File: config.mk
export PLATFORM = sky130hd
export DESIGN_NAME = ext_bus_timing
export DESIGN_NICKNAME = d
export VERILOG_FILES = /design/src/logic/ext_bus_timing_pkg.sv /design/src/logic/phase_timer.sv /design/src/logic/ext_bus_timing.sv
export VERILOG_INCLUDE_DIRS = /design/src /design/src/logic
export SDC_FILE = /design/constraint.sdc
export NUM_CORES = 1
export LEC_CHECK = 0
export ABC_AREA = 1
export BUFFER_PORTS_ARGS = -buffer_cell sky130_fd_sc_hd__buf_4
export CORE_UTILIZATION = 49
export CTS_CLUSTER_DIAMETER = 120
export DETAILED_ROUTE_END_ITERATION = 16
export GPL_TIMING_DRIVEN = 0
export HOLD_SLACK_MARGIN = 0.08
export PLACE_DENSITY = 0.79
export SYNTH_ARGS = -nofsm -noshare
export SYNTH_HDL_FRONTEND = slang
export SYNTH_SLANG_ARGS = --single-unit
File: constraint.sdc
create_clock -name pclk -period 2.1 [get_ports pclk]
set_clock_uncertainty 0.15 [all_clocks]
set_input_delay 0.105 -clock pclk [delete_from_list [all_inputs] [get_ports pclk]]
set_output_delay 0.105 -clock pclk [all_outputs]
set_load 0.01 [all_outputs]
File: src/logic/ext_bus_timing_regs.svh
// Purpose: register map, field positions and timing counts
// Assumes: 32-bit APB data, one register per aligned word
// Notes: definitions only
`ifndef EXT_BUS_TIMING_REGS_SVH
`define EXT_BUS_TIMING_REGS_SVH

`define CFG_OFFSET 8'h00
`define STAT_OFFSET 8'h04
`define CFG_RESET 7'h00
`define CFG_CYC_LSB 0
`define CFG_CYC_MSB 3
`define CFG_RWD_BIT 4
`define CFG_TRI_BIT 5
`define CFG_MUX_BIT 6
`define STAT_BUSY_BIT 0
`define STAT_CFG_LSB 8
`define STAT_CFG_MSB 14
// one state time is two oscillator periods
`define ST_CYCLES 6'h02
`define HALF_ST_CYCLES 6'h01
`define CYC_MAX 4'hf

`endif

File: src/logic/ext_bus_timing_pkg.sv
// Purpose: types shared by the external bus timing block
// Assumes: nothing
// Notes: timing figures live in ext_bus_timing_regs.svh
package ext_bus_timing_pkg;

    typedef struct packed {
        logic mux_mode;
        logic tristate_time_ctrl;
        logic rw_strobe_delay_ctrl;
        logic [3:0] cycle_time_ctrl;
    } timing_cfg_t;

    typedef struct packed {
        logic ext;
        logic we;
        logic [15:0] addr;
        logic [15:0] wdata;
    } mem_req_t;

    typedef enum logic [1:0] {
        S_IDLE,
        S_ALE,
        S_ACC,
        S_TRI
    } bus_state_t;

endpackage

File: src/logic/phase_timer.sv
// Purpose: down counter that marks the last cycle of a bus phase
// Assumes: load and done share pclk
// Notes: a load of n gives a phase of n cycles, done on the last
`timescale 1ns/100ps
module phase_timer #(
    parameter int W = 6
) (
    // clock and reset
    input wire logic pclk,
    input wire logic presetn,
    // control
    input wire logic load,
    input wire logic [W-1:0] load_val,
    output logic done
);
    logic [W-1:0] cnt;

    always_ff @(posedge pclk or negedge presetn) begin
        if (!presetn) begin
            cnt <= '0;
        end else if (load) begin
            cnt <= load_val;
        end else if (cnt != '0) begin
            cnt <= cnt - W'(1);
        end
    end

    assign done = (cnt == W'(1));
endmodule

File: src/logic/ext_bus_timing.sv
// Purpose: sequences external bus cycles with programmable wait states
// Assumes: pclk is the oscillator clock, core holds its request to ready
// Notes: settings are captured at the start of each external cycle
`timescale 1ns/100ps
`include "ext_bus_timing_regs.svh"

module ext_bus_timing (
    // clock and reset
    input wire logic pclk,
    input wire logic presetn,
    // apb slave
    input wire logic psel,
    input wire logic penable,
    input wire logic pwrite,
    input wire logic [7:0] paddr,
    input wire logic [31:0] pwdata,
    output logic [31:0] prdata,
    output logic pready,
    output logic pslverr,
    // core request path
    input wire logic core_req,
    input wire ext_bus_timing_pkg::mem_req_t core_cmd,
    output logic core_ready,
    output logic [15:0] core_rdata,
    // external bus pins
    output logic ale,
    output logic rd_n,
    output logic wr_n,
    output logic [15:0] bus_addr,
    output logic [15:0] data_out,
    output logic data_oe_n,
    input wire logic [15:0] data_in
);
    import ext_bus_timing_pkg::*;

    timing_cfg_t system_config_reg;
    timing_cfg_t cur_cfg;
    bus_state_t st;
    mem_req_t cur_req;
    logic [15:0] data_meta;
    logic [15:0] data_sync;
    logic [5:0] acc_cyc;
    logic [5:0] strb_cyc;
    logic [5:0] tri_cyc;
    logic tmr_load;
    logic [5:0] tmr_val;
    logic tmr_done;
    logic apb_wr;
    logic strobe_on;

    // access phase in clock cycles: one base state plus the extension
    function automatic logic [5:0] acc_cycles(input timing_cfg_t c);
        logic [5:0] extra;
        extra = {2'b00, `CYC_MAX - c.cycle_time_ctrl};
        return (extra + 6'h01) * `ST_CYCLES;
    endfunction

    // release phase in clock cycles; a clear tri-state bit adds one state time
    function automatic logic [5:0] tri_cycles(input timing_cfg_t c);
        logic [5:0] n;
        n = {5'b0_0000, !c.tristate_time_ctrl};
        n = n + {5'b0_0000, c.mux_mode};
        return n * `ST_CYCLES;
    endfunction

    // apb: zero-wait slave, unmapped addresses answer with pslverr
    assign pready = 1'b1;
    assign apb_wr = psel && penable && pwrite;
    assign pslverr = psel && penable &&
        (paddr != `CFG_OFFSET) && (paddr != `STAT_OFFSET);

    always_ff @(posedge pclk or negedge presetn) begin
        if (!presetn) begin
            system_config_reg <= `CFG_RESET;
        end else if (apb_wr && paddr == `CFG_OFFSET) begin
            system_config_reg <= pwdata[`CFG_MUX_BIT:`CFG_CYC_LSB];
        end
    end

    always_comb begin
        prdata = 32'h0000_0000;
        if (paddr == `CFG_OFFSET) begin
            prdata[`CFG_MUX_BIT:`CFG_CYC_LSB] = system_config_reg;
        end else if (paddr == `STAT_OFFSET) begin
            prdata[`STAT_BUSY_BIT] = (st != S_IDLE);
            prdata[`STAT_CFG_MSB:`STAT_CFG_LSB] = cur_cfg;
        end
    end

    // read data pins come from outside the clock domain
    always_ff @(posedge pclk or negedge presetn) begin
        if (!presetn) begin
            data_meta <= 16'h0000;
            data_sync <= 16'h0000;
        end else begin
            data_meta <= data_in;
            data_sync <= data_meta;
        end
    end

    phase_timer #(.W(6)) u_timer (
        .pclk(pclk),
        .presetn(presetn),
        .load(tmr_load),
        .load_val(tmr_val),
        .done(tmr_done)
    );

    always_comb begin
        tmr_load = 1'b0;
        tmr_val = `ST_CYCLES;
        unique case (st)
            S_IDLE: begin
                tmr_load = core_req && core_cmd.ext;
                tmr_val = `ST_CYCLES;
            end
            S_ALE: begin
                tmr_load = tmr_done;
                tmr_val = acc_cycles(cur_cfg);
            end
            S_ACC: begin
                tmr_load = tmr_done && (tri_cycles(cur_cfg) != 6'h00);
                tmr_val = tri_cycles(cur_cfg);
            end
            S_TRI: begin
                tmr_load = 1'b0;
                tmr_val = `ST_CYCLES;
            end
        endcase
    end

    always_ff @(posedge pclk or negedge presetn) begin
        if (!presetn) begin
            st <= S_IDLE;
        end else begin
            unique case (st)
                S_IDLE: if (core_req && core_cmd.ext) begin
                    st <= S_ALE;
                end
                S_ALE: if (tmr_done) begin
                    st <= S_ACC;
                end
                S_ACC: if (tmr_done) begin
                    st <= (tri_cycles(cur_cfg) != 6'h00) ? S_TRI : S_IDLE;
                end
                S_TRI: if (tmr_done) begin
                    st <= S_IDLE;
                end
            endcase
        end
    end

    // settings frozen for the whole cycle; register writes land at once, the running cycle keeps cur_cfg
    always_ff @(posedge pclk or negedge presetn) begin
        if (!presetn) begin
            cur_cfg <= `CFG_RESET;
            cur_req <= '0;
        end else if (st == S_IDLE && core_req && core_cmd.ext) begin
            cur_cfg <= system_config_reg;
            cur_req <= core_cmd;
        end
    end

    always_ff @(posedge pclk or negedge presetn) begin
        if (!presetn) begin
            acc_cyc <= 6'h00;
        end else if (st == S_ACC) begin
            acc_cyc <= acc_cyc + 6'h01;
        end else begin
            acc_cyc <= 6'h00;
        end
    end

    // a clear delay bit holds the strobe off for the first half state;
    // the phase end stays fixed, so the strobe shortens instead
    assign strobe_on = (st == S_ACC) &&
        (cur_cfg.rw_strobe_delay_ctrl ||
         acc_cyc >= `HALF_ST_CYCLES);

    always_ff @(posedge pclk or negedge presetn) begin
        if (!presetn) begin
            core_rdata <= 16'h0000;
        end else if (st == S_ACC) begin
            core_rdata <= data_sync;
        end
    end

    // internal requests bypass the bus and complete in the same cycle
    assign core_ready = (st == S_IDLE && core_req && !core_cmd.ext) ||
        (st == S_ACC && tmr_done);

    assign ale = (st == S_ALE);
    assign rd_n = !(strobe_on && !cur_req.we);
    assign wr_n = !(strobe_on && cur_req.we);
    assign bus_addr = cur_req.addr;
    assign data_out = cur_req.wdata;
    assign data_oe_n = !(cur_req.we && (st == S_ACC));

    // helper counters for the checks below
    always_ff @(posedge pclk or negedge presetn) begin
        if (!presetn) begin
            strb_cyc <= 6'h00;
            tri_cyc <= 6'h00;
        end else begin
            strb_cyc <= (st == S_ACC) ? strb_cyc + 6'(strobe_on) : 6'h00;
            tri_cyc <= (st == S_TRI) ? tri_cyc + 6'h01 : 6'h00;
        end
    end
endmodule

==> impl_summary.txt, run 1 <==
----------------------------------------------------
[Status]
  Outcome ... finished, final reports clean

[Critical path]
  Most prevalent standard cell on the critical path ... buf_6
  Arrival time at the worst endpoint ... 1.72 ns
  Maximum fanout encountered on the critical timing path ... 10
  Type of the setup path with the least slack ... flip-flop to output pin
  Cell Chain, Critical Path ... inv_1, ha_1, buf_6, buf_6, nand2_1, o21ai_0, buf_4
  Cell class contributing the biggest share of worst-path delay ... buffers and inverters
  Element type at the critical path end ... output pin
  CP peak stage delay ... 0.44 ns
  Setup crit start kind ... flip-flop
  Highest-delay cell along the critical path ... dfrtp_1
  Worst path buffer plus inverter count ... 4
  Data required time of the worst path ... 1.85 ns

[Timing]
  Remaining max-slew budget at the tightest pin ... 66.6%
  Transition time of the tightest slew-check pin ... 0.501 ns
  Count of endpoints failing hold in the final timing report ... 0
  Max Transition Viols Final ... 0
  Highest clock rate ... 505 MHz
  Fin worst setup slack ... 0.120 ns
  Unrepaired setup endpoints after global routing ... no
  Clock period minus worst slack ... 1.98 ns
  Final setup vio count ... 0
  Final period utilization ... 94.3%
  Total negative slack for setup checks ... 0 ns

[Floorplan]
  Initial cell density of the core ... 50.5%
  Row cnt ... 36
  DIE HEIGHT ... 102 um
  Core area ... 9730 um^2
  Top-Level Pins ... 183
  Die Area ... 10400 um^2
  Width of the chip ... 102 um

[Route]
  Average routed wire per standard cell ... 13.2 um
  Count of unresolved DRC violations after routing ... 0
  Via density ... 4.51
  First-iteration detailed-routing DRC count ... 123
  Total number of vias ... 3779
  DRT antenna net count ... 0
  Total wire length after detailed routing ... 11.0 mm
  Detailed Routing Iterations Pass 1 ... 4

[Clock network]
  Number of H-tree levels ... 3
  Worst skew pair latency ... 0.36 ns
  Buffer type at the clock tree root ... clkbuf_8
  Cts bufs inserted ... 9
  Maximum root-to-sink buffer count ... 2
  Worst-path clk slew ... 0.11 ns
  TritonCTS sink count ... 109
  CTS tree ... yes
  Number of buffers inserted to repair setup after CTS ... 0

[Power and ir drop]
  Pwr per Cell Area ... 1100 nW/um^2
  Leakage component of the power ... 3.69 nW
  Largest vdd supply drop ... 0.638 mV
  Tot Pwr ... 7.77 mW

[Final layout]
  Net count, final ... 809
  Layout cell share with drive strength beyond 1 ... 38.2%
  Post-layout instance area ... 7090 um^2
  Number of diodes added for antenna fixing ... 0
  Signed area change from the synthesized netlist to the final layout ... 44.2%

[Placement]
  Last weighted congestion value of the routability-driven placer ... 0.785
  Post-DP Area ... 6180 um^2
  Post-Place Worst Slack ... 0.231 ns
  Port-buffer cells ... 138
  DPL Wire Length ... 7.33 mm

[GRT]
  Overflow left after global routing ... 0
  Wire length of the first global-routing pass ... 17.4 mm
  Largest net degree at the start of global routing ... 110
  Combined global-route utilization of all metal layers ... 21.9%
  Antenna violations before repair ... 0
  Number of global-route vias before repair ... 3892

[Run]
  Max-cap violation count ... 0

[Logic synthesis]
  Sequential element share of the synthesized area ... 55.5%
  Post-Synthesis Cell Area ... 4910 um^2
  Library cells used by synthesis ... 34
  Synthesized area per cell ... 10.5 um^2
  Cells after Synth ... 466
  Number of flip-flops and latches in the synthesized netlist ... 109
  Number of warnings issued by yosys ... 0

[Min path]
  Worst min-delay path category ... flip-flop to flip-flop

----------------------------------------------------
## placed cells by master, fill, tap and decap left out, types with 9 or more instances in the layout
cell type,Yosys,final
clkbuf_8,0,9
nor2_1,33,33
nand2_1,99,99
ha_1,13,13
mux2_2,17,17
nor3_1,9,9
nand3_1,11,11
o21ai_0,17,17
inv_1,39,39
buf_4,51,188
dlygate4sd3_1,0,67
mux2_4,16,16
dfrtp_1,109,109
conb_1,2,19
## Yosys cell counts, drive strengths merged
cell,count,area share [%]
dfrtp,109,55
nand2,105,8.4
buf,60,9.2
inv,40,3.1
nor2,38,3.4
mux2,33,8.8
o21ai,25,3.1
ha,13,3.3
nand3,12,1.3
nor3,9,0.92
a21oi,5,0.59
nand4,5,0.94
a31oi,2,0.25
conb,2,0.15
nand3b,2,0.31
xor2,2,0.36
a21boi,1,0.15
clkbuf,1,0.076
clkinv,1,0.076
o21bai,1,0.15
## metal layers
metal	up-vias	share of wire, %	global-route usage, %
li1	1874	-	-
met1	1792	38	23.9
met2	101	57	42.5
met3	12	3.9	4.38
met4	0	1.0	6.04
met5	-	0	0
## where the power goes
group          internal, mW  switching (mW)
Combinational          1.93            1.52
Clock                 0.466           0.759
Sequential             2.71           0.385
Total                  5.11            2.66
## worst paths after layout
path / from / slack (ns) / cells after the start / endpoint
min in group asynchronous: presetn / 0.46 / 3 / data_meta[0]
worst min-delay path: data_meta[3] / 0.21 / 0 / data_sync[3]
max in group asynchronous: presetn / 0.67 / 4 / cur_cfg[3]
worst max register to register: st[1] / 0.18 / 9 / u_timer.cnt[2]
worst min register to register: data_meta[3] / 0.21 / 0 / data_sync[3]
worst max-delay path: st[0] / 0.12 / 7 / core_ready
## final cells by class
type / instances / area, um^2
Clock inverter: 6 / 63.8
Inverter: 41 / 156
Sequential cell: 109 / 2730
Clock buffer: 10 / 128
Timing Repair Buffer: 206 / 1740
Fill cell: 700 / 2640
Buffer: 61 / 468
Multi-Input combinational cell: 272 / 1640
Tap cell: 133 / 166
## through the flow
| step | instances | utilization, % | hold WS [ns] |
|---|---|---|---|
| after floorplan | 483 | - | -0.341 |
| after global placement | 754 | 63.5 | 0.0640 |
| after detailed placement | 754 | 63.5 | 0.0653 |
| after CTS | 836 | 72.4 | 0.209 |
| after global routing | 838 | 72.9 | 0.205 |
| final | 838 | 72.9 | 0.206 |
## kinds of logic (layout without fill, tap and decap cells)
family / after synthesis / count (layout) / share of synthesized area (%)
and+or+nand+nor: 171 / 171 / 15.3
DFF: 109 / 109 / 55.5
buffers and inverters: 102 / 324 / 12.4
AOI/OAI and AO/OA: 34 / 34 / 4.23
muxes: 33 / 33 / 8.78
adders and majority gates: 13 / 13 / 3.31
other: 2 / 19 / 0.153
xor gates and xnor gates: 2 / 2 / 0.356
## worst reg2reg max path: stages, from the launching register on
cell and delay, ns:
dfrtp_1 0.42, inv_1 0.15, ha_1 0.31, inv_1 0.16
a21oi_2 0.23, nand2_4 0.10, nand2_2 0.12, nand2_1 0.07
nand2_1 0.05, nand2_1 0.05
## what timing repair did
item                       CTS  global route
setup endpoints to repair    2             2
hold endpoints to repair   166             3
hold buffers                66             1
resized for setup            3             3
pin swaps                    0             0
Note: power is estimated with default switching activity, not from simulation.
==> run 2: changes to the inputs <==
Settings changed: CTS_CLUSTER_DIAMETER 120 to 150, PLACE_DENSITY 0.79 to 0.8.
==> impl_summary.txt, run 2 (synthesis results as in run 1) <==
----------------------------------------------------
[Final layout]
  Net count, final ... 808 (-0.12%)
  FILL cells ... 645 (-7.9%)
  Layout cell share with drive strength beyond 1 ... 38.5% (+0.34 points)
  Final Core Density ... 72.5% (-0.33 points)
  Most frequent cells in the layout ... buf_4 (189), dfrtp_1 (109), nand2_1 (99)
  Signed area change from the synthesized netlist to the final layout ... 43.6%
  Leading cell type in the layout, fill and taps excluded ... buf_4

[Timing]
  Highest clock rate ... 505 MHz (about the same)
  Total negative slack for setup checks ... 0 ns (unchanged)
  Clock period minus worst slack ... 1.98 ns (+0.00181 ns)
  Final setup vio count ... 0 (unchanged)
  Remaining max-slew budget at the tightest pin ... 34.6% (-32 points)
  Max Transition Viols Final ... 0 (unchanged)
  Count of endpoints failing hold in the final timing report ... 0 (unchanged)
  Min Hold Slack ... 0.200 ns (-0.00659 ns)
  Transition time of the tightest slew-check pin ... 0.981 ns (+0.481 ns)
  Final period utilization ... 94.4% (about the same)
  Unrepaired setup endpoints after global routing ... no

[Critical path]
  Maximum fanout encountered on the critical timing path ... 10 (unchanged)
  Startpoint of the lowest-slack register-to-register path ... st[1]
  Slack of the worst reg-to-reg path ... 0.18 ns (about the same)
  Cell Chain, Critical Path ... inv_1, ha_1, buf_6, clkinv_2, nor2_1, o21ai_0, buf_4
  Data required time of the worst path ... 1.85 ns (about the same)
  Worst path buffer plus inverter count ... 4 (unchanged)
  Setup crit start kind ... flip-flop
  R2R depth ... 9 (unchanged)
  CP peak stage delay ... 0.41 ns (-0.03 ns)
  Cell class contributing the biggest share of worst-path delay ... buffers and inverters
  Crit path from ... st[0]
  Crit. path cell count ... 7 (unchanged)
  Critical register-to-register path endpoint ... u_timer.cnt[2]
  Type of the setup path with the least slack ... flip-flop to output pin
  CP Capture Point ... rd_n
  Element type at the critical path end ... output pin
  Arrival time at the worst endpoint ... 1.73 ns (about the same)
  Highest-delay cell along the critical path ... dfrtp_1

[Placement]
  DPL Wire Length ... 7.37 mm (+0.57%)
  Last weighted congestion value of the routability-driven placer ... 0.806 (+2.7%)
  Port-buffer cells ... 138 (unchanged)

[Floorplan]
  Row cnt ... 36 (unchanged)
  Core area ... 9730 um^2 (unchanged)
  Width of the chip ... 102 um (unchanged)
  Initial cell density of the core ... 50.5% (unchanged)
  Die Area ... 10400 um^2 (unchanged)
  Top-Level Pins ... 183 (unchanged)
  DIE HEIGHT ... 102 um (unchanged)

[Route]
  Total number of vias ... 3966 (+4.9%)
  Detailed Routing Iterations Pass 1 ... 4 (unchanged)
  Total wire length after detailed routing ... 12.7 mm (+15%)
  Average routed wire per standard cell ... 15.2 um (+15%)
  DRT antenna net count ... 0 (unchanged)
  Count of unresolved DRC violations after routing ... 0 (unchanged)
  First-iteration detailed-routing DRC count ... 149 (+21%)
  Via density ... 4.73 (+4.9%)

[Clock network]
  Worst-path clk slew ... 0.11 ns (about the same)
  Number of H-tree levels ... 3 (unchanged)
  Buffer type at the clock tree root ... clkbuf_8
  TritonCTS sink count ... 109 (unchanged)
  CTS tree ... yes
  Cts bufs inserted ... 9 (unchanged)
  Worst skew pair latency ... 0.38 ns (+0.02 ns)
  Maximum root-to-sink buffer count ... 2 (unchanged)

[Status]
  Outcome ... finished, final reports clean

[Power and ir drop]
  Tot Pwr ... 7.91 mW (+1.9%)
  Largest vdd supply drop ... 0.801 mV (+26%)
  Leakage component of the power ... 3.67 nW (-0.41%)
  Pwr per Cell Area ... 1120 nW/um^2 (+2.3%)

[GRT]
  Overflow left after global routing ... 0 (unchanged)
  Number of global-route vias before repair ... 4109 (+5.6%)
  Antenna violations before repair ... 1 (+1)
  Combined global-route utilization of all metal layers ... 25.4% (+3.5 points)
  Largest net degree at the start of global routing ... 110 (unchanged)
  Wire length of the first global-routing pass ... 19.8 mm (+14%)

[Run]
  Max-cap violation count ... 0 (unchanged)

[Min path]
  Worst min-delay path category ... flip-flop to flip-flop
  Instance count along the most critical hold path ... 0 (unchanged)

----------------------------------------------------
-- run 2: report_power, final --
group	switching, mW	leakage [nW]	internal (mW)
clock network	0.755	0.0893	0.473
logic	1.60	2.25	1.94
registers	0.434	1.34	2.71
-- run 2: worst reg2reg max path, cell delays in order (launching register included) --
cell,delay [ns]
dfrtp_1,0.44
inv_1,0.14
ha_1,0.30
inv_1,0.16
a21oi_2,0.23
nand2_4,0.10
nand2_2,0.13
nand2_1,0.06
nand2_1,0.05
nand2_1,0.05
-- run 2: cell type report --
class | count | area, um^2 | share of cell area, %
clock buffer | 10 | 138 | 1.95
buffer | 61 | 468 | 6.63
timing repair buffer | 205 | 1710 | 24.2
antenna | 1 | 2.50 | 0.0355
inverter | 41 | 155 | 2.20
clock inverter | 6 | 46.3 | 0.656
tap | 133 | 166 | 2.36
multi-input combinational | 272 | 1650 | 23.3
sequential | 109 | 2730 | 38.7
-- run 2: worst min path at each step --
stage,startpoint,endpoint,slack (ns)
detailed placement,data_in[7],data_meta[7],0.07
global placement,data_in[5],data_meta[5],0.06
global route,data_in[5],data_meta[5],0.21
finish,data_meta[12],data_sync[12],0.20
floorplan,presetn,acc_cyc[0],-0.34
CTS,data_in[7],data_meta[7],0.20
-- run 2: metal layers --
layer | global-route usage [%] | vias to the layer above | wire length [um]
li1 | - | 1862 | -
met1 | 28.9 | 1916 | 4770
met2 | 45.3 | 157 | 6720
met3 | 6.77 | 31 | 869
met4 | 10.5 | 0 | 338
met5 | 0 | - | 0
-- run 2: stage by stage --
| stage | cell area, um^2 | std cells | setup slack (ns) |
|---|---|---|---|
| 6_report | 7060 | 838 | 0.118 |
| 5_1_grt | 7050 | 837 | 0.0102 |
| 4_1_cts | 7040 | 837 | 0.00946 |
| 3_5_place_dp | 6180 | 754 | 0.223 |
| 3_3_place_gp | 6180 | 754 | 0.286 |
| 2_1_floorplan | 4980 | 483 | 0.405 |
-- run 2: timing repair --
action                     4_1_cts  5_1_grt
hold endpoints to repair       166        0
resized for setup                3        4
setup endpoints to repair        2        1
hold buffers                    66        0
buffers inserted                 1        0
==> run 3: changes to the inputs <==
Settings changed: CORE_UTILIZATION 49 to 40, GPL_ROUTABILITY_DRIVEN set to 0, PLACE_DENSITY 0.8 to 0.67.
==> impl_summary.txt, run 3 (synthesis results as in run 1) <==
----------------------------------------------------
[Status]
  Outcome ... finished, final reports clean

[Clock network]
  Buffer type at the clock tree root ... clkbuf_16
  CTS tree ... yes
  Number of H-tree levels ... 3 (unchanged)
  Maximum root-to-sink buffer count ... 2 (unchanged)
  Cts bufs inserted ... 9 (unchanged)
  Worst skew pair latency ... 0.36 ns (-0.02 ns)
  Number of buffers inserted to repair setup after CTS ... 0 (-1)
  TritonCTS sink count ... 109 (unchanged)
  Worst-path clk slew ... 0.07 ns (-0.04 ns)

[Critical path]
  Slack of the worst reg-to-reg path ... 0.18 ns (about the same)
  Most prevalent standard cell on the critical path ... buf_4
  Setup crit start kind ... flip-flop
  Maximum fanout encountered on the critical timing path ... 10 (unchanged)
  Cell class contributing the biggest share of worst-path delay ... buffers and inverters
  Worst path buffer plus inverter count ... 4 (unchanged)
  CP peak stage delay ... 0.42 ns (about the same)
  Type of the setup path with the least slack ... flip-flop to output pin
  Data required time of the worst path ... 1.85 ns (about the same)
  Highest-delay cell along the critical path ... dfrtp_1
  Element type at the critical path end ... output pin
  Cell Chain, Critical Path ... inv_1, ha_1, buf_4, buf_6, nand2_1, o21ai_0, buf_4
  Arrival time at the worst endpoint ... 1.71 ns (-0.02 ns)

[Final layout]
  Number of diodes added for antenna fixing ... 0 (-1)
  Non-filler cells in the finished layout ... 850 (+1.4%)
  Net count, final ... 807 (-0.12%)
  Most frequent cells in the layout ... buf_4 (189), dfrtp_1 (109), nand2_1 (99)
  Leading cell type in the layout, fill and taps excluded ... buf_4
  Layout cell share with drive strength beyond 1 ... 38.3% (-0.23 points)
  Signed area change from the synthesized netlist to the final layout ... 46.6%

[Timing]
  Clock period minus worst slack ... 1.97 ns (-0.0155 ns)
  Min Hold Slack ... 0.155 ns (-0.0446 ns)
  Final period utilization ... 93.6% (-0.74 points)
  Max Transition Viols Final ... 0 (unchanged)
  Count of endpoints failing hold in the final timing report ... 0 (unchanged)
  Unrepaired setup endpoints after global routing ... no
  Final setup vio count ... 0 (unchanged)
  Highest clock rate ... 509 MHz (+0.79%)

[Route]
  DRT antenna net count ... 0 (unchanged)
  Total wire length after detailed routing ... 10.9 mm (-15%)
  Count of unresolved DRC violations after routing ... 0 (unchanged)
  Detailed Routing Iterations Pass 1 ... 4 (unchanged)
  Via density ... 4.47 (-5.6%)
  Average routed wire per standard cell ... 12.8 um (-16%)
  First-iteration detailed-routing DRC count ... 169 (+13%)
  Total number of vias ... 3797 (-4.3%)

[Floorplan]
  Core area ... 12000 um^2 (+23%)
  Die Area ... 12700 um^2 (+22%)
  Top-Level Pins ... 183 (unchanged)
  Row cnt ... 40 (+11%)
  Width of the chip ... 113 um (+10%)
  DIE HEIGHT ... 113 um (+10%)
  Initial cell density of the core ... 40.9% (-9.6 points)

[GRT]
  Wire length of the first global-routing pass ... 17.8 mm (-9.9%)
  Number of global-route vias before repair ... 3859 (-6.1%)
  Antenna violations before repair ... 0 (-1)
  Largest net degree at the start of global routing ... 110 (unchanged)
  Overflow left after global routing ... 0 (unchanged)
  Combined global-route utilization of all metal layers ... 18.0% (-7.5 points)

[Power and ir drop]
  Largest vdd supply drop ... 0.761 mV (-5.0%)
  Combinational cell fraction of total power ... 41.3% (-3.5 points)
  P_sw ... 2.71 mW (-3.0%)
  Internal Power ... 5.60 mW (+9.3%)
  Share of power burned in the clock network ... 21.5% (+6.0 points)
  Fraction of power spent switching nets ... 32.6% (-2.7 points)
  Pwr per Cell Area ... 1150 nW/um^2 (+2.8%)
  Share of total power in sequential cells ... 37.2% (-2.5 points)
  Leakage component of the power ... 3.74 nW (+1.9%)

[Placement]
  Port-buffer cells ... 138 (unchanged)
  DPL Wire Length ... 7.35 mm (-0.27%)
  Cell total after placement ... 768 (+1.9%)

[Min path]
  Worst min-delay path category ... input port to flip-flop

[Run]
  Max-cap violation count ... 0 (unchanged)

----------------------------------------------------
## run 3: power groups by stage
stage | registers, mW | logic, mW | clock network [mW]
global route | 3.17 | 3.77 | 1.93
detailed placement | 3.11 | 3.33 | 0
finish | 3.09 | 3.43 | 1.79
floorplan | 3.09 | 2.05 | 0
CTS | 3.09 | 3.43 | 1.85
global placement | 3.08 | 3.24 | 0
## run 3: worst min-delay path, cell delays in order
cell and delay [ns]:
buf_4 0.08, nand2_1 0.09, nand2_1 0.07, o21ai_1 0.11
nand2_1 0.07, o21ai_0 0.07
## run 3: final cells by class
class,instances,area [um^2]
repair buffers,204,1720
clock inverters,6,83.8
inverters,41,156
multi-input cells,272,1640
plain buffers,61,464
clock buffers,10,229
well taps,147,184
fillers,983,4810
flip-flops and latches,109,2730
## run 3: path summary, 6_finish.rpt
| path | from | endpoint | cells past startpoint |
|---|---|---|---|
| max in group asynchronous | presetn | bus_addr[10] | 4 |
| hold / removal | core_cmd[33] | st[1] | 6 |
| setup / recovery | st[0] | core_ready | 7 |
| setup reg to reg | st[1] | u_timer.cnt[2] | 9 |
| hold reg to reg | data_meta[5] | data_sync[5] | 0 |
| min in group asynchronous | presetn | core_rdata[2] | 3 |
## run 3: metal layers
layer / global-route usage [%] / wire length (um)
met1: 20.5 / 4280
met2: 31.6 / 5730
met3: 6.53 / 701
met4: 4.89 / 148
met5: 0 / 0
## run 3: through the flow
stage	power [mW]	util [%]	instance area, um^2	setup TNS, ns	worst slack (ns)
after floorplan	5.14	-	4980	0	0.405
final	8.31	60.0	7200	0	0.134
after detailed placement	6.45	51.6	6200	0	0.188
after CTS	8.38	59.6	7160	-0.00808	-0.00808
after global placement	6.31	51.6	6200	0	0.215
after global routing	8.87	60.0	7200	0	0.00517
## run 3: timing repair
action	CTS	global route
setup endpoints to repair	2	2
hold buffers	64	1
hold endpoints to repair	165	10
gates resized for setup	2	4
